File: src/logic/_unused_placeholder_never.sv
`timescale 1ns/1ps
`default_nettype none
`default_nettype wire

File: src/logic/cbsc_pkg.sv
/*
  Constants shared by the charge short-circuit and cell-balance control block:
  register offsets, field positions, reset values, timing figures and modes.
  Assumes a 40 MHz device clock.
*/
package cbsc_pkg;

  // ----------------------------------------------------------------------
  // Register map
  // ----------------------------------------------------------------------
  localparam logic [7:0] CBSC_ADDR_CHARGE_SHORT = 8'h09; // charge_short_config
  localparam logic [7:0] CBSC_ADDR_BALANCE      = 8'h0A; // balance_config
  localparam logic [7:0] CBSC_CHARGE_SHORT_RST  = 8'h00; // Value after reset
  localparam logic [7:0] CBSC_BALANCE_RST       = 8'h00; // Value after reset
  localparam logic [7:0] CBSC_UNMAPPED_READ     = 8'h00; // Answer off the map

  // ----------------------------------------------------------------------
  // Field positions
  // ----------------------------------------------------------------------
  localparam int CBSC_SC_DELAY_LSB   = 4; // Delay code, bits 7:4
  localparam int CBSC_SC_THRESH_LSB  = 0; // Threshold code, bits 3:0
  localparam int CBSC_BAL_MODE_LSB   = 6; // Enable mode, bits 7:6
  localparam int CBSC_BAL_TMO_LSB    = 4; // Timeout code, bits 5:4
  localparam int CBSC_BAL_THRESH_LSB = 0; // Start threshold, bits 3:0

  // ----------------------------------------------------------------------
  // Timing
  // ----------------------------------------------------------------------
  localparam int CBSC_CLK_HZ       = 40_000_000; // Device clock rate
  localparam int CBSC_SC_STEP_US   = 60;         // Delay step in microseconds
  localparam int CBSC_SC_STEP_CYC  = CBSC_SC_STEP_US * (CBSC_CLK_HZ / 1_000_000);
  localparam int CBSC_SEC_CYC      = CBSC_CLK_HZ; // Cycles per second
  localparam int CBSC_HOUR_SECONDS = 3600;        // Seconds per hour

  // ----------------------------------------------------------------------
  // Threshold scales
  // ----------------------------------------------------------------------
  localparam logic [8:0]  CBSC_SC_BASE_MV  = 9'h00A;  // 10 mV magnitude at code 0
  localparam logic [8:0]  CBSC_SC_STEP_MV  = 9'h005;  // 5 mV per code step
  localparam logic [11:0] CBSC_BAL_TOP_MV  = 12'hF3C; // 3900 mV at code 0
  localparam logic [11:0] CBSC_BAL_STEP_MV = 12'h064; // 100 mV per code step

  // ----------------------------------------------------------------------
  // Balance enable modes and controller states
  // ----------------------------------------------------------------------
  typedef enum logic [1:0] {
    CBSC_MODE_OFF     = 2'h0,
    CBSC_MODE_ALWAYS  = 2'h1,
    CBSC_MODE_CHARGER = 2'h2,
    CBSC_MODE_CHG_TMO = 2'h3
  } cbsc_mode_t;

  typedef enum logic [1:0] {
    CBSC_ST_IDLE,
    CBSC_ST_BALANCE,
    CBSC_ST_REARM
  } cbsc_state_t;

endpackage : cbsc_pkg

File: src/logic/cbsc_ctl.sv
/*
  Charge short-circuit delay qualification and automatic cell-balance control.
  Assumes comparator and charger inputs arrive asynchronously from the analog
  front end and the register port is driven from logic on clk.
*/
// Behaviour
// - Config: delay code high, threshold low nibble
// - Delay is sixty microseconds times code plus one
// - Threshold 10 to 85 mV, five times higher
// - Gain select bit picks threshold range
// - Balance config: mode, timeout, threshold; 00 off
// - Mode 01: always, timed, rearm below threshold
// - Mode 10: charger only, no timeout
// - Mode 11: charger, timeout, needs charger replug
// - Timer starts when bypass actually starts
// - Timeout 1, 2, 4, 8 hours
// - Charger modes start on charger and cell
// - Start threshold 3.9 V down to 2.4 V
`timescale 1ns/1ps
`default_nettype none

module cbsc_ctl
  import cbsc_pkg::*;
#(
  parameter int SC_STEP_CYC  = cbsc_pkg::CBSC_SC_STEP_CYC,  // Cycles per delay step
  parameter int SEC_CYC      = cbsc_pkg::CBSC_SEC_CYC,      // Cycles per second
  parameter int HOUR_SECONDS = cbsc_pkg::CBSC_HOUR_SECONDS  // Seconds per hour
) (
  // Clock and reset
  input  wire logic        clk,
  input  wire logic        rst,
  // Register port
  input  wire logic [7:0]  reg_addr,
  input  wire logic        reg_wr,
  input  wire logic [7:0]  reg_wdata,
  input  wire logic        reg_rd,
  output logic      [7:0]  reg_rdata,
  // Analog front end, asynchronous
  input  wire logic        sense_gain_select,
  input  wire logic        charge_short_comp,
  input  wire logic        cell_at_threshold,
  input  wire logic        charger_present,
  // Thresholds to the comparators
  output logic      [8:0]  charge_short_level_mv,
  output logic      [11:0] balance_start_mv,
  // Status
  output logic             charge_short_circuit,
  output logic             balance_active,
  output logic             balance_expired
);

  // ----------------------------------------------------------------------
  // Helpers
  // ----------------------------------------------------------------------
  // Magnitude of the negative trip level in mV
  function automatic logic [8:0] sc_level(input logic [3:0] code, input logic gain);
    logic [8:0] lvl;
    lvl = CBSC_SC_BASE_MV + 9'(code) * CBSC_SC_STEP_MV;
    return gain ? 9'(lvl * 9'h005) : lvl;
  endfunction

  // Start threshold in mV
  function automatic logic [11:0] bal_level(input logic [3:0] code);
    return CBSC_BAL_TOP_MV - 12'(code) * CBSC_BAL_STEP_MV;
  endfunction

  // ----------------------------------------------------------------------
  // Configuration registers
  // ----------------------------------------------------------------------
  logic [7:0] charge_short_config_q; // Delay and threshold codes
  logic [7:0] balance_config_q;      // Mode, timeout and threshold
  logic [7:0] reg_rdata_q;           // Registered read answer

  // Writes at the two documented addresses; others are ignored
  always_ff @(posedge clk) begin
    if (rst) begin
      charge_short_config_q <= CBSC_CHARGE_SHORT_RST;
      balance_config_q      <= CBSC_BALANCE_RST;
    end else if (reg_wr) begin
      if (reg_addr == CBSC_ADDR_CHARGE_SHORT) begin
        charge_short_config_q <= reg_wdata;
      end else if (reg_addr == CBSC_ADDR_BALANCE) begin
        balance_config_q <= reg_wdata;
      end
    end
  end

  // Read answer one cycle after the strobe
  always_ff @(posedge clk) begin
    if (rst) begin
      reg_rdata_q <= CBSC_UNMAPPED_READ;
    end else if (reg_rd) begin
      if (reg_addr == CBSC_ADDR_CHARGE_SHORT) begin
        reg_rdata_q <= charge_short_config_q;
      end else if (reg_addr == CBSC_ADDR_BALANCE) begin
        reg_rdata_q <= balance_config_q;
      end else begin
        reg_rdata_q <= CBSC_UNMAPPED_READ;
      end
    end
  end
  assign reg_rdata = reg_rdata_q;

  // Field extraction
  logic [3:0] charge_short_delay_code;
  logic [3:0] charge_short_threshold_code;
  logic [1:0] balance_enable_mode;
  logic [1:0] balance_timeout_code;
  logic [3:0] balance_start_threshold_code;
  assign charge_short_delay_code      = charge_short_config_q[CBSC_SC_DELAY_LSB +: 4];
  assign charge_short_threshold_code  = charge_short_config_q[CBSC_SC_THRESH_LSB +: 4];
  assign balance_enable_mode          = balance_config_q[CBSC_BAL_MODE_LSB +: 2];
  assign balance_timeout_code         = balance_config_q[CBSC_BAL_TMO_LSB +: 2];
  assign balance_start_threshold_code = balance_config_q[CBSC_BAL_THRESH_LSB +: 4];

  // ----------------------------------------------------------------------
  // Input synchronisers
  // ----------------------------------------------------------------------
  logic [3:0] sync1_q; // First stage, read only by the second
  logic [3:0] sync2_q; // Safe copies
  always_ff @(posedge clk) begin
    if (rst) begin
      sync1_q <= 4'h0;
      sync2_q <= 4'h0;
    end else begin
      sync1_q <= {sense_gain_select, charge_short_comp, cell_at_threshold, charger_present};
      sync2_q <= sync1_q;
    end
  end
  logic gain_s, comp_s, cell_s, chg_s;
  assign {gain_s, comp_s, cell_s, chg_s} = sync2_q;

  // ----------------------------------------------------------------------
  // Comparator thresholds
  // ----------------------------------------------------------------------
  logic [8:0]  sc_level_q;  // Trip magnitude in mV
  logic [11:0] bal_level_q; // Start level in mV
  // Gain select scales the trip range by five
  always_ff @(posedge clk) begin
    if (rst) begin
      sc_level_q  <= 9'h000;
      bal_level_q <= 12'h000;
    end else begin
      sc_level_q  <= sc_level(charge_short_threshold_code, gain_s);
      bal_level_q <= bal_level(balance_start_threshold_code);
    end
  end
  assign charge_short_level_mv = sc_level_q;
  assign balance_start_mv      = bal_level_q;

  // ----------------------------------------------------------------------
  // Charge short-circuit delay
  // ----------------------------------------------------------------------
  // Counting cycles directly avoids a prescaler phase error on short delays
  logic [17:0] sc_cnt_q;   // Cycles with comparator held
  logic [17:0] sc_target;  // Cycles for the selected delay
  logic        sc_fault_q; // Qualified fault
  assign sc_target = 18'((32'(charge_short_delay_code) + 32'd1) * 32'(SC_STEP_CYC));

  always_ff @(posedge clk) begin
    if (rst) begin
      sc_cnt_q   <= 18'h00000;
      sc_fault_q <= 1'b0;
    end else if (!comp_s) begin
      sc_cnt_q   <= 18'h00000;
      sc_fault_q <= 1'b0;
    end else if (sc_cnt_q >= sc_target - 18'h00001) begin
      sc_fault_q <= 1'b1;
    end else begin
      sc_cnt_q <= sc_cnt_q + 18'h00001;
    end
  end
  assign charge_short_circuit = sc_fault_q;

  // ----------------------------------------------------------------------
  // Balance timer prescaler
  // ----------------------------------------------------------------------
  logic sec_tick; // One pulse per second
  cbsc_divider #(
    .DIV (SEC_CYC)
  ) u_sec_div (
    .clk  (clk),
    .rst  (rst),
    .en   (1'b1),
    .tick (sec_tick)
  );

  // ----------------------------------------------------------------------
  // Balance controller
  // ----------------------------------------------------------------------
  cbsc_state_t state_q;    // Controller state
  logic [31:0] bal_sec_q;  // Seconds balanced so far
  logic [31:0] tmo_sec;    // Selected timeout in seconds
  logic        expiry;     // Timeout reached this cycle
  cbsc_mode_t  mode;       // Decoded enable mode
  assign mode    = cbsc_mode_t'(balance_enable_mode);
  assign tmo_sec = 32'(HOUR_SECONDS) << balance_timeout_code;
  assign expiry  = (bal_sec_q >= tmo_sec) && (mode != CBSC_MODE_CHARGER);

  // Timer runs only while current is actually bypassed
  always_ff @(posedge clk) begin
    if (rst) begin
      bal_sec_q <= 32'h0000_0000;
    end else if (state_q != CBSC_ST_BALANCE) begin
      bal_sec_q <= 32'h0000_0000;
    end else if (sec_tick && (bal_sec_q < tmo_sec)) begin
      bal_sec_q <= bal_sec_q + 32'h0000_0001;
    end
  end

  // Mode-dependent start, stop and rearm
  always_ff @(posedge clk) begin
    if (rst) begin
      state_q <= CBSC_ST_IDLE;
    end else if (mode == CBSC_MODE_OFF) begin
      state_q <= CBSC_ST_IDLE;
    end else begin
      case (state_q)
        CBSC_ST_IDLE: begin
          // Always mode ignores the charger
          if (cell_s && (mode == CBSC_MODE_ALWAYS || chg_s)) begin
            state_q <= CBSC_ST_BALANCE;
          end
        end
        CBSC_ST_BALANCE: begin
          if (mode != CBSC_MODE_ALWAYS && !chg_s) begin
            state_q <= CBSC_ST_IDLE;
          end else if (expiry) begin
            state_q <= CBSC_ST_REARM;
          end
        end
        CBSC_ST_REARM: begin
          // Always mode rearms when cells drop; charger modes on unplug
          if (mode == CBSC_MODE_ALWAYS ? !cell_s : !chg_s) begin
            state_q <= CBSC_ST_IDLE;
          end
        end
        default: begin
          state_q <= CBSC_ST_IDLE;
        end
      endcase
    end
  end
  assign balance_active  = (state_q == CBSC_ST_BALANCE);
  assign balance_expired = (state_q == CBSC_ST_REARM);

  // ----------------------------------------------------------------------
  // Checks
  // ----------------------------------------------------------------------
  a_sc_no_early: assert property (@(posedge clk) disable iff (rst)
    $rose(sc_fault_q) |-> $past(comp_s) && (sc_cnt_q == sc_target - 18'h00001))
    else $error("short fault raised before full delay");

  a_sc_clear_drop: assert property (@(posedge clk) disable iff (rst)
    !comp_s |=> !sc_fault_q && (sc_cnt_q == 18'h00000))
    else $error("short fault held after comparator dropped");

  // Fault rises only once the held count matches one less than step times code plus one
  a_sc_delay_math: assert property (@(posedge clk) disable iff (rst)
    $rose(sc_fault_q) |->
      sc_cnt_q == 18'(SC_STEP_CYC * (int'(charge_short_delay_code) + 1) - 1))
    else $error("short delay count wrong");

  // Level register lags its inputs by one edge, so compare with their past
  a_sc_level_gain: assert property (@(posedge clk) disable iff (rst)
    $stable(charge_short_threshold_code) && $stable(gain_s) |=>
      sc_level_q == 9'((10 + 5 * int'($past(charge_short_threshold_code)))
                       * ($past(gain_s) ? 5 : 1)))
    else $error("short trip level wrong");

  a_bal_level_map: assert property (@(posedge clk) disable iff (rst)
    $stable(balance_start_threshold_code) |=>
      bal_level_q == 12'(3900 - 100 * int'($past(balance_start_threshold_code))))
    else $error("balance start level wrong");

  a_bal_off_mode: assert property (@(posedge clk) disable iff (rst)
    mode == CBSC_MODE_OFF |=> !balance_active && !balance_expired)
    else $error("balancing while disabled");

  a_bal_chg_loss: assert property (@(posedge clk) disable iff (rst)
    balance_active && !chg_s && mode != CBSC_MODE_ALWAYS && mode != CBSC_MODE_OFF
      |=> state_q == CBSC_ST_IDLE)
    else $error("balancing kept after charger removal");

  a_bal_no_tmo10: assert property (@(posedge clk) disable iff (rst)
    balance_active && mode == CBSC_MODE_CHARGER && chg_s |=> !balance_expired)
    else $error("timeout in charger-only mode");

  a_bal_timer_start: assert property (@(posedge clk) disable iff (rst)
    $rose(balance_active) |-> bal_sec_q == 32'h0000_0000)
    else $error("balance timer not fresh at start");

  a_bal_rearm_hold: assert property (@(posedge clk) disable iff (rst)
    balance_expired && mode == CBSC_MODE_ALWAYS && cell_s |=> !balance_active)
    else $error("restart without cells falling below");

endmodule // cbsc_ctl

`default_nettype wire

File: src/logic/cbsc_divider.sv
/*
  Enable-driven divider: emits a one-cycle tick every DIV enabled cycles.
  Assumes a synchronous active-high reset on the same clock.
*/
`timescale 1ns/1ps
`default_nettype none

module cbsc_divider #(
  parameter int DIV = 40_000_000 // Enabled cycles per tick
) (
  // Clock and reset
  input  wire logic clk,
  input  wire logic rst,
  // Count enable and tick
  input  wire logic en,
  output logic      tick
);

  // ----------------------------------------------------------------------
  // Counter
  // ----------------------------------------------------------------------
  logic [31:0] cnt_q; // Wide enough for any sensible divide

  // Count enabled cycles, wrap at the last one
  always_ff @(posedge clk) begin
    if (rst) begin
      cnt_q <= 32'h0000_0000;
    end else if (en) begin
      if (cnt_q == 32'(DIV - 1)) begin
        cnt_q <= 32'h0000_0000;
      end else begin
        cnt_q <= cnt_q + 32'h0000_0001;
      end
    end
  end

  // Tick on the wrapping cycle only
  assign tick = en && (cnt_q == 32'(DIV - 1));

endmodule // cbsc_divider

`default_nettype wire

File: config.mk
export PLATFORM = sky130hd
export DESIGN_NAME = cbsc_ctl
export DESIGN_NICKNAME = d
export VERILOG_FILES = /design/src/logic/_unused_placeholder_never.sv /design/src/logic/cbsc_pkg.sv /design/src/logic/cbsc_ctl.sv /design/src/logic/cbsc_divider.sv
export SDC_FILE = /design/constraint.sdc
export NUM_CORES = 1
export LEC_CHECK = 0
export BUFFER_PORTS_ARGS = -buffer_cell sky130_fd_sc_hd__buf_4
export CORE_AREA = 10 10 136 138
export DETAILED_ROUTE_END_ITERATION = 16
export DIE_AREA = 0 0 146 148
export PLACE_DENSITY_LB_ADDON = 0.08
export SETUP_SLACK_MARGIN = 0.02
export SLEW_MARGIN = 30
export SYNTH_ARGS = -nofsm -noshare
export SYNTH_HDL_FRONTEND = slang
export SYNTH_HIERARCHICAL = 1
export SYNTH_SLANG_ARGS = --single-unit
File: constraint.sdc
create_clock -name clk -period 8.7 [get_ports clk]
set_input_delay 1.305 -clock clk [delete_from_list [all_inputs] [get_ports clk]]
set_output_delay 1.305 -clock clk [all_outputs]
set_load 0.01 [all_outputs]
======== After elaboration in Yosys (flattened, before gate mapping) ========
Cells that the tools add are included.
storage, ports and cells
  bits in registers ....................... 138
  latch bits .............................. 0
  RAM bits ................................ 0
  bits in read-only memories .............. 0
  bits of input ports ..................... 24
  word-level logic and storage cells ...... 66
  memories ................................ 0
cells by class
  $add $sub $neg .......................... 7
  multiply operators ...................... 4
  div/mod/pow operators ................... 0
  magnitude comparators ................... 3
  eq/ne operators ......................... 12
  shift-type cells ........................ 1
  multiplexer cells ....................... 9
  bitwise operators ....................... 2
  reductions and logical operators ........ 16
operator list
  kind                      count
  $add A32 B1 Y32 const B   2
  $eq A32 B26 Y1 const B    1
  $ge A32 B32 Y1            1
  $lt A32 B32 Y1            1
  $shl A12 B2 Y32 const A   1
  $add A18 B1 Y18 const B   1
  $ge A18 B18 Y1            1
  $sub A17 B1 Y18 const B   1
  $eq A8 B4 Y1 const B      2
  $mux W8                   2
  $mul A5 B7 Y12 const B    1
  $sub A12 B11 Y12 const A  1
  $mul A4 B5 Y9 const B     1
  $mul A8 B3 Y9 const B     1
  $mux W9                   1
  $add A4 B7 Y8 const A     1
  $mux W2                   4
  $reduce_or A2 Y1          4
  $mul A4 B3 Y7 const B     1
  $ne A2 B1 Y1 const B      3
  $pmux W2 S3               1
  $reduce_and A3 Y1         2
  $add A4 B1 Y5 const B     1
  $eq A2 B1 Y1 const B      2
  10 further kinds          17

======== Longest topological paths before layout ========
Gate-level depths: netlist of run 1.
  word-level depth ........................ 6
  mapped depth ............................ 24
  depth with buffers taken out ............ 21

======== Hierarchy ========
Netlist of run 1, hierarchy kept.
by module, submodules not included
  module        times used  cells each  area each (um^2)  sequential area each (um^2)
  cbsc_ctl      1           707         6,107.1           2,082.0
  cbsc_divider  1           185         1,584.0           640.6

======== Worst setup path after synthesis of run 1 ========
OpenSTA, ideal clock, no wires.
  kind .................................... register to register
  start ................................... register charge_short_config_q[4]
  end ..................................... register sc_cnt_q[16]
  setup time .............................. 0.070 ns
  arrival time ............................ 5.241 ns
  required time ........................... 8.630 ns
  path slack .............................. 3.388 ns
  stages on the path, launching flop included .. 23
  buffers on the path ..................... 3
  period minus slack after synthesis ...... 5.312 ns
  cells stage by stage .................... dfxtp_1 > buf_2 > nand3_1 > xnor2_1 > ha_1 > inv_1 > fa_1 > inv_1 > ha_1 > ha_1 > clkbuf_1 > or2_2 > o32ai_1 > a221oi_1 > nor3_1 > mux2i_1 > ha_1 > a21o_1 > a21o_1 > a21oi_1 > clkbuf_1 > or4b_2 > a21oi_1
between the ends
  word-level cells in the longest chain between the ends .. 4
ends and longest elaborated chain
  item                    RTL line         RTL
  start, declared         cbsc_ctl.sv:70   logic [7:0] charge_short_config_q;
  start signal, assigned  cbsc_ctl.sv:81   charge_short_config_q <= reg_wdata;
  $add A4 B1 Y5           cbsc_ctl.sv:158  assign sc_target = 18'((32'(charge_short_delay_code) + 32'd1) * 32'(SC_STEP_CYC));
  $mul A5 B7 Y12          cbsc_ctl.sv:158
  $sub A17 B1 Y18         cbsc_ctl.sv:167  end else if (sc_cnt_q >= sc_target - 18'h00001) begin
  $ge A18 B18 Y1          cbsc_ctl.sv:167
  end signal, assigned    cbsc_ctl.sv:170  sc_cnt_q <= sc_cnt_q + 18'h00001;
  end, declared           cbsc_ctl.sv:155  logic [17:0] sc_cnt_q;
No other way between the ends.
A chain may end at the register's enable or synchronous reset.

======== Final worst setup path of run 1 ========
  start ................................... register charge_short_config_q[4]
  end ..................................... register sc_cnt_q[10]
Same word-level chain as after synthesis.

==> out/metrics.yaml, run 1 <==
vdd_drop_max_uv: 141
cp.buffers_inverters: 2
fin_crit_sh_pct: 71.1
globalRouteMet1Util_pct: 20.9
ff2ff_setup_slack_ns: 2.51
synth-edff-count: 0
fp.dieH_um: 148
cts_hold_buffers: 0
combPwrFrac_pct: 3.2
r2r_end: "sc_cnt_q[10]"
worstHoldPathCells: 1
status: "finished clean"
tightestPinTransition_ns: 0.792
use_met2_pct: 27.4
p_sw_share_pct: 25.3
crit_family: "compound AO/OA/AOI/OAI gates"
ios: 56
place_ws_ns: 2.59
max_freq_mhz: 162
clock_latency_ns: 0.43
critPathRequiredTime_ns: 9.04
startpoint: "charge_short_config_q[4]"
die-area_um2: 21600
ys.flop_type: "dfxtp_1"
critPathLaunchType: "register"
seqPwrFrac_pct: 46.0
grt_pass1_vias: 6445
cts.sinks: 136
io_buffer_count: 53
viasPerCell: 5.67
cap_violations: 0
seq_area_frac_synth_pct: 35.4
synth_cell_types: 61
worst_hold_slack_ns: 0.437
relSlewSlack_pct: 47.1
cts_resized: 0
place_inst: 1124
ys_ff_latch: 136
grt_pass1_wl_um: 31200
cts.path.max_buffers: 2
final_common_cell: "dfxtp_1"
wl_um: 17900
n_antenna_cell: 0
crit_fanout: 12
critPathSlowestCell: "a21oi_1"
grt_usage_pct: 17.0
fin_cells: 1156
coreArea_um2: 15700
cts_buffers: 17
syn_avg_cell_area_um2: 8.62
utilization_pct: 56.1
async_flop_share_pct: 0
die_w_um: 146
wl_per_cell_um: 15.5
rr_worst_depth: 18
tns_ns: 0
met3_usage_pct: 5.59
setup_viol: 0
first_pass_iters: 6
leakagePower_nw: 3.51
initial_utilization_pct: 48.9
vias: 6553
fin_skew_ns: 0.0145
rsz0062_at_grt: "false"
endpoint_kind: "register"
gp_congestion: 0.885
cts_setup_buffers: 0
period_minus_slack_ns: 6.19
drt-initial-drc-count: 602
grt_busiest_layer: "met2"
cts_root_buf: "clkbuf_16"
grt_max_degree: 63
pwr-share-clk_pct: 50.8
critical_path_class: "register to register"
power.internal_mw: 1.03
dp_hpwl_um: 12900
power_density_nw_per_um2: 157
slowest_delay_ns: 0.65
synth_cells: 892
hold_violations: 0
min-delay-start: "sync1_q[0]"
worstPathCellList: "nand3_1, xnor2_1, ha_1, inv_1, fa_1, inv_1, ha_1, a21oi_1, o21ai_0, xor2_1, nor3_1, mux2i_1, ha_1, a21o_1, a21o_1, a21oi_1, or4b_2, a21oi_1"
cts.clk_slew.worst_paths_ns: 0.07
drc: 0
hold_end: "sync2_q[0]"
power.net_switching_mw: 0.349
cp.arrival_ns: 6.52
worst_slack_ns: 2.51
drv_slew: 0
syn-cell-area_um2: 7690
min-delay-path-class: "register to register"
yosysWarnings: 6
grt_overflow: 0
final_cell_mix: "136 x dfxtp_1, 73 x a21oi_1, 65 x nand2_1, 65 x ha_1, 58 x buf_4"
rows: 46
antenna_found_initial: 0
tritoncts: "done"
ant_nets: 0
worstReg2RegStart: "charge_short_config_q[4]"
area_growth_pct: 14.7
num-nets-final: 1021
drive_gt1_share_pct: 12.2
htree_levels: 4
## worst max-delay path by stage
stage	depth (start not counted)	slack, ns	to
final	18	2.51	sc_cnt_q[10]
after global routing	18	1.94	sc_cnt_q[10]
after CTS	18	2.46	sc_cnt_q[10]
after detailed placement	18	2.59	sc_cnt_q[16]
after global placement	18	2.78	sc_cnt_q[14]
after floorplan	22	3.39	sc_cnt_q[16]
## cells by family after synthesis
family,Yosys count,synth area share (%)
muxes,10,1.30
xor gates and xnor gates,46,5.24
other,2,0.0976
adders and majority gates,70,11.9
and+or+nand+nor,354,25.7
AOI/OAI and AO/OA,189,16.0
DFF,136,35.4
buffers and inverters,85,4.34
## cell type report
cell class                      count  area, um2
Clock inverter                     15        153
Sequential cell                   136       2720
Fill cell                        1436       6890
Tap cell                          216        270
Timing Repair Buffer               58        435
Multi-Input combinational cell    678       4680
Inverter                           36        135
Clock buffer                       17        425
## synth_stat cells, drive strengths merged, types with 6 or more instances
library cell	n	area (um2)
nand4	25	169
and2	7	43.8
mux2i	10	100
o21ai	20	100
or2	6	37.5
o31ai	26	200
ha	65	813
nand2b	11	68.8
a31oi	8	50.1
a21oi	73	365
clkbuf	36	135
o41ai	6	52.6
and3	24	150
nor2b	17	106
or3	16	100
or4	30	233
nor4	13	81.3
a22oi	9	67.6
nor2	57	214
nor3	10	50.1
dfxtp	136	2720
xnor2	23	201
a211oi	11	82.6
nand2	65	244
nand3	44	225
inv	36	135
buf	13	63.8
and4	9	81.3
xor2	23	201
a21o	12	90.1
## worst register-to-register path: stages (launching register included)
cell     delay (ns)
dfxtp_1        0.62
nand3_1        0.24
xnor2_1        0.51
ha_1           0.24
inv_1          0.05
fa_1           0.47
inv_1          0.04
ha_1           0.33
a21oi_1        0.36
o21ai_0        0.21
xor2_1         0.21
nor3_1         0.36
mux2i_1        0.26
ha_1           0.27
a21o_1         0.17
a21o_1         0.27
a21oi_1        0.66
or4b_2         0.66
a21oi_1        0.19
## power groups by stage
stage / Sequential (mW) / Combinational (mW) / Clock, mW
finish: 0.635 / 0.0448 / 0.701
detailed placement: 0.649 / 0.0454 / 0
global route: 0.636 / 0.0503 / 0.747
floorplan: 0.650 / 0.0226 / 0
CTS: 0.635 / 0.0455 / 0.717
global placement: 0.649 / 0.0445 / 0
## per-stage QoR
stage,area (um2),power [mW]
final,8820,1.38
after global routing,8820,1.43
after CTS,8820,1.40
after detailed placement,8240,0.695
after global placement,8240,0.694
after floorplan,7720,0.673
## flip-flops by register name, summed over array words and instances, names as in the netlist
signal,count
bal_sec_q,32
balance_config_q,8
balance_start_mv,10
charge_short_circuit,1
charge_short_config_q,8
charge_short_level_mv,9
reg_rdata,8
sc_cnt_q,18
state_q,2
sync1_q,4
sync2_q,4
u_sec_div/cnt_q,32
## routing by layer
| layer | up-vias | wire (um) |
|---|---|---|
| met5 | - | 0 |
| met1 | 3080 | 8190 |
| li1 | 3338 | - |
| met2 | 119 | 8490 |
| met3 | 16 | 1000 |
| met4 | 0 | 249 |
(Power assumes the default switching activity.)
==> run 2: changes to the inputs <==
==> constraint.sdc (replaced) <==
create_clock -name clk -period 6.1 [get_ports clk]
set_input_delay 0.915 -clock clk [delete_from_list [all_inputs] [get_ports clk]]
set_output_delay 0.915 -clock clk [all_outputs]
set_load 0.01 [all_outputs]
==> run 2 against run 1 <==
  * Clock power rose by 51%
  * Clock skew increased by 0.0033 ns
  * Total power increased by 47%
  * Wire length is 1.1% lower
  * Combinational power up 43%
  * First-iteration DRC count shrank 37%
  * Worst hold slack worse by 0.0013 ns
  * Flip-flop and latch count unchanged
  * Critical endpoint is now sc_cnt_q[16]
  * Core utilization rose by 0.42 points
  * Cell count increased by 0.26%
  * Via count up 0.12%
==> out/metrics.yaml, run 2 (synthesis results as in run 1) <==
status: "finished clean"
setup_viol: 0  # unchanged
period_minus_slack_ns: 5.74  # -0.450 ns
grt_pass1_vias: 6274  # -2.7%
grt_usage_pct: 16.2  # -0.74 points
ios: 56  # unchanged
grt_busiest_layer: "met2"
grt_max_degree: 33  # -48%
cts.path.max_buffers: 2  # unchanged
fill_cells: 1409  # -1.9%
drv_slew: 0  # unchanged
rsz0062_at_grt: "false"
use_met2_pct: 26.2  # -1.3 points
endpoint_kind: "register"
worstReg2RegStart: "charge_short_config_q[5]"
grt_overflow: 0  # unchanged
tns_ns: 0  # unchanged
vias: 6561  # +0.12%
hold_violations: 0  # unchanged
initial_utilization_pct: 48.9  # unchanged
cts_setup_buffers: 0  # unchanged
clock_latency_ns: 0.43  # about the same
largestRegisters: "bal_sec_q: 32 flops, u_sec_div/cnt_q: 32 flops, sc_cnt_q: 18 flops"
antenna_found_initial: 0  # unchanged
min-delay-start: "sync1_q[3]"
htree_levels: 4  # unchanged
die-area_um2: 21600  # unchanged
ant_nets: 0  # unchanged
viasPerCell: 5.66  # -0.14%
rows: 46  # unchanged
cts.clk_slew.worst_paths_ns: 0.06  # about the same
drt-initial-drc-count: 382  # -37%
wl_um: 17700  # -1.1%
cp.arrival_ns: 6.08  # -0.44 ns
power_density_nw_per_um2: 228  # +46%
multi_input_area_um2: 4690  # +0.27%
final_cell_mix: "136 x dfxtp_1, 72 x a21oi_1, 65 x nand2_1, 65 x ha_1, 61 x buf_4"
area_growth_pct: 15.6
fin_crit_sh_pct: 94.1  # +23 points
cap_violations: 0  # unchanged
drc: 0  # unchanged
startpoint: "charge_short_config_q[5]"
leakagePower_nw: 3.56  # +1.4%
cts_root_buf: "clkbuf_16"
drive_gt1_share_pct: 12.7  # +0.49 points
vdd_drop_max_uv: 197  # +40%
cts.sinks: 136  # unchanged
met3_usage_pct: 4.76  # -0.82 points
n_antenna_cell: 0  # unchanged
crit_fanout: 10  # -2
num-nets-final: 1024  # +0.29%
globalRouteMet1Util_pct: 20.3  # -0.64 points
tightestPinTransition_ns: 0.902  # +0.111 ns
total_power_mw: 2.03  # +47%
cts_buffers: 17  # unchanged
relSlewSlack_pct: 39.6  # -7.4 points
critPathRequiredTime_ns: 6.45  # -2.59 ns
io_buffer_count: 53  # unchanged
dp_hpwl_um: 12900  # +0.12%
final_common_cell: "dfxtp_1"
critPathLaunchType: "register"
gp_congestion: 0.888  # +0.33%
die_w_um: 146  # unchanged
tritoncts: "done"
fp.dieH_um: 148  # unchanged
regArea_um2: 2720  # unchanged
grt_pass1_wl_um: 29900  # -4.0%
coreArea_um2: 15700  # unchanged
critical_path_class: "register to register"
first_pass_iters: 5  # -1
min-delay-path-class: "register to register"
wl_per_cell_um: 15.3  # -1.4%
max_freq_mhz: 174  # +7.8%
fin_skew_ns: 0.0179  # +0.00334 ns
-- run 2: cell count changes in the layout (fill, tap and decap cells not counted), moves of 2 or more --
| cell | before | now |
|---|---|---|
| clkinv_4 | 1 | 3 |
| bufinv_16 | 0 | 2 |
| buf_4 | 58 | 61 |
| clkinvlp_4 | 3 | 1 |
-- run 2: timing repair --
item / 4_1_cts / 5_1_grt
hold buffers: 0 / 0
setup endpoints to repair: 0 / 1
hold endpoints to repair: 0 / 0
gates resized for setup: 0 / 3
-- run 2: critical path: stages, from the launching register on --
cell	delay [ns]
dfxtp_1	0.41
ha_1	0.33
xor2_1	0.35
ha_1	0.22
inv_1	0.05
fa_1	0.48
inv_1	0.04
ha_1	0.35
and4b_1	0.26
or2_2	0.34
or2_2	0.31
a22oi_1	0.18
xnor2_1	0.14
ha_1	0.27
a21o_1	0.19
a21o_1	0.17
a211oi_1	0.48
nor2_1	0.26
or4b_2	0.65
a21oi_1	0.16
-- run 2: layer usage --
layer	part of all wire, %	wire length (um)	up-vias
met2	47	8260	94
met1	48	8420	3101
li1	-	-	3342
met3	4.5	790	24
met4	1.4	253	0
met5	0	0	-
-- run 2: area by class of cell --
class / instances / share of cell area [%]
clock buffer: 17 / 4.79
clock inverter: 15 / 2.07
inverter: 36 / 1.52
multi-input combinational: 678 / 52.8
sequential: 136 / 30.6
tap: 216 / 3.04
timing repair buffer: 61 / 5.15
-- run 2: power by group --
group | total, mW | switching (mW) | internal, mW
clock | 1.06 | 0.437 | 0.619
sequential | 0.906 | 0.00647 | 0.899
combinational | 0.0641 | 0.0349 | 0.0292
-- run 2: per-stage QoR --
| stage | hold WS (ns) | cells | cell area, um2 | util, % | setup WS, ns |
|---|---|---|---|---|---|
| after detailed placement | 0.422 | 1127 | 8260 | 52.6 | 0.476 |
| final | 0.436 | 1159 | 8890 | 56.6 | 0.362 |
| after global routing | 0.462 | 1159 | 8890 | 56.6 | 0.0252 |
| after global placement | 0.424 | 1127 | 8260 | 52.6 | 0.539 |
| after floorplan | 0.414 | 899 | 7720 | - | 0.788 |
| after CTS | 0.438 | 1159 | 8870 | 56.5 | 0.462 |
-- run 2: worst paths after layout --
kind                  end  slack (ns)  depth (start not counted)
min            sync2_q[3]        0.44                          1
max          sc_cnt_q[16]        0.36                         19
min reg2reg    sync2_q[3]        0.44                          1
max reg2reg  sc_cnt_q[16]        0.36                         19
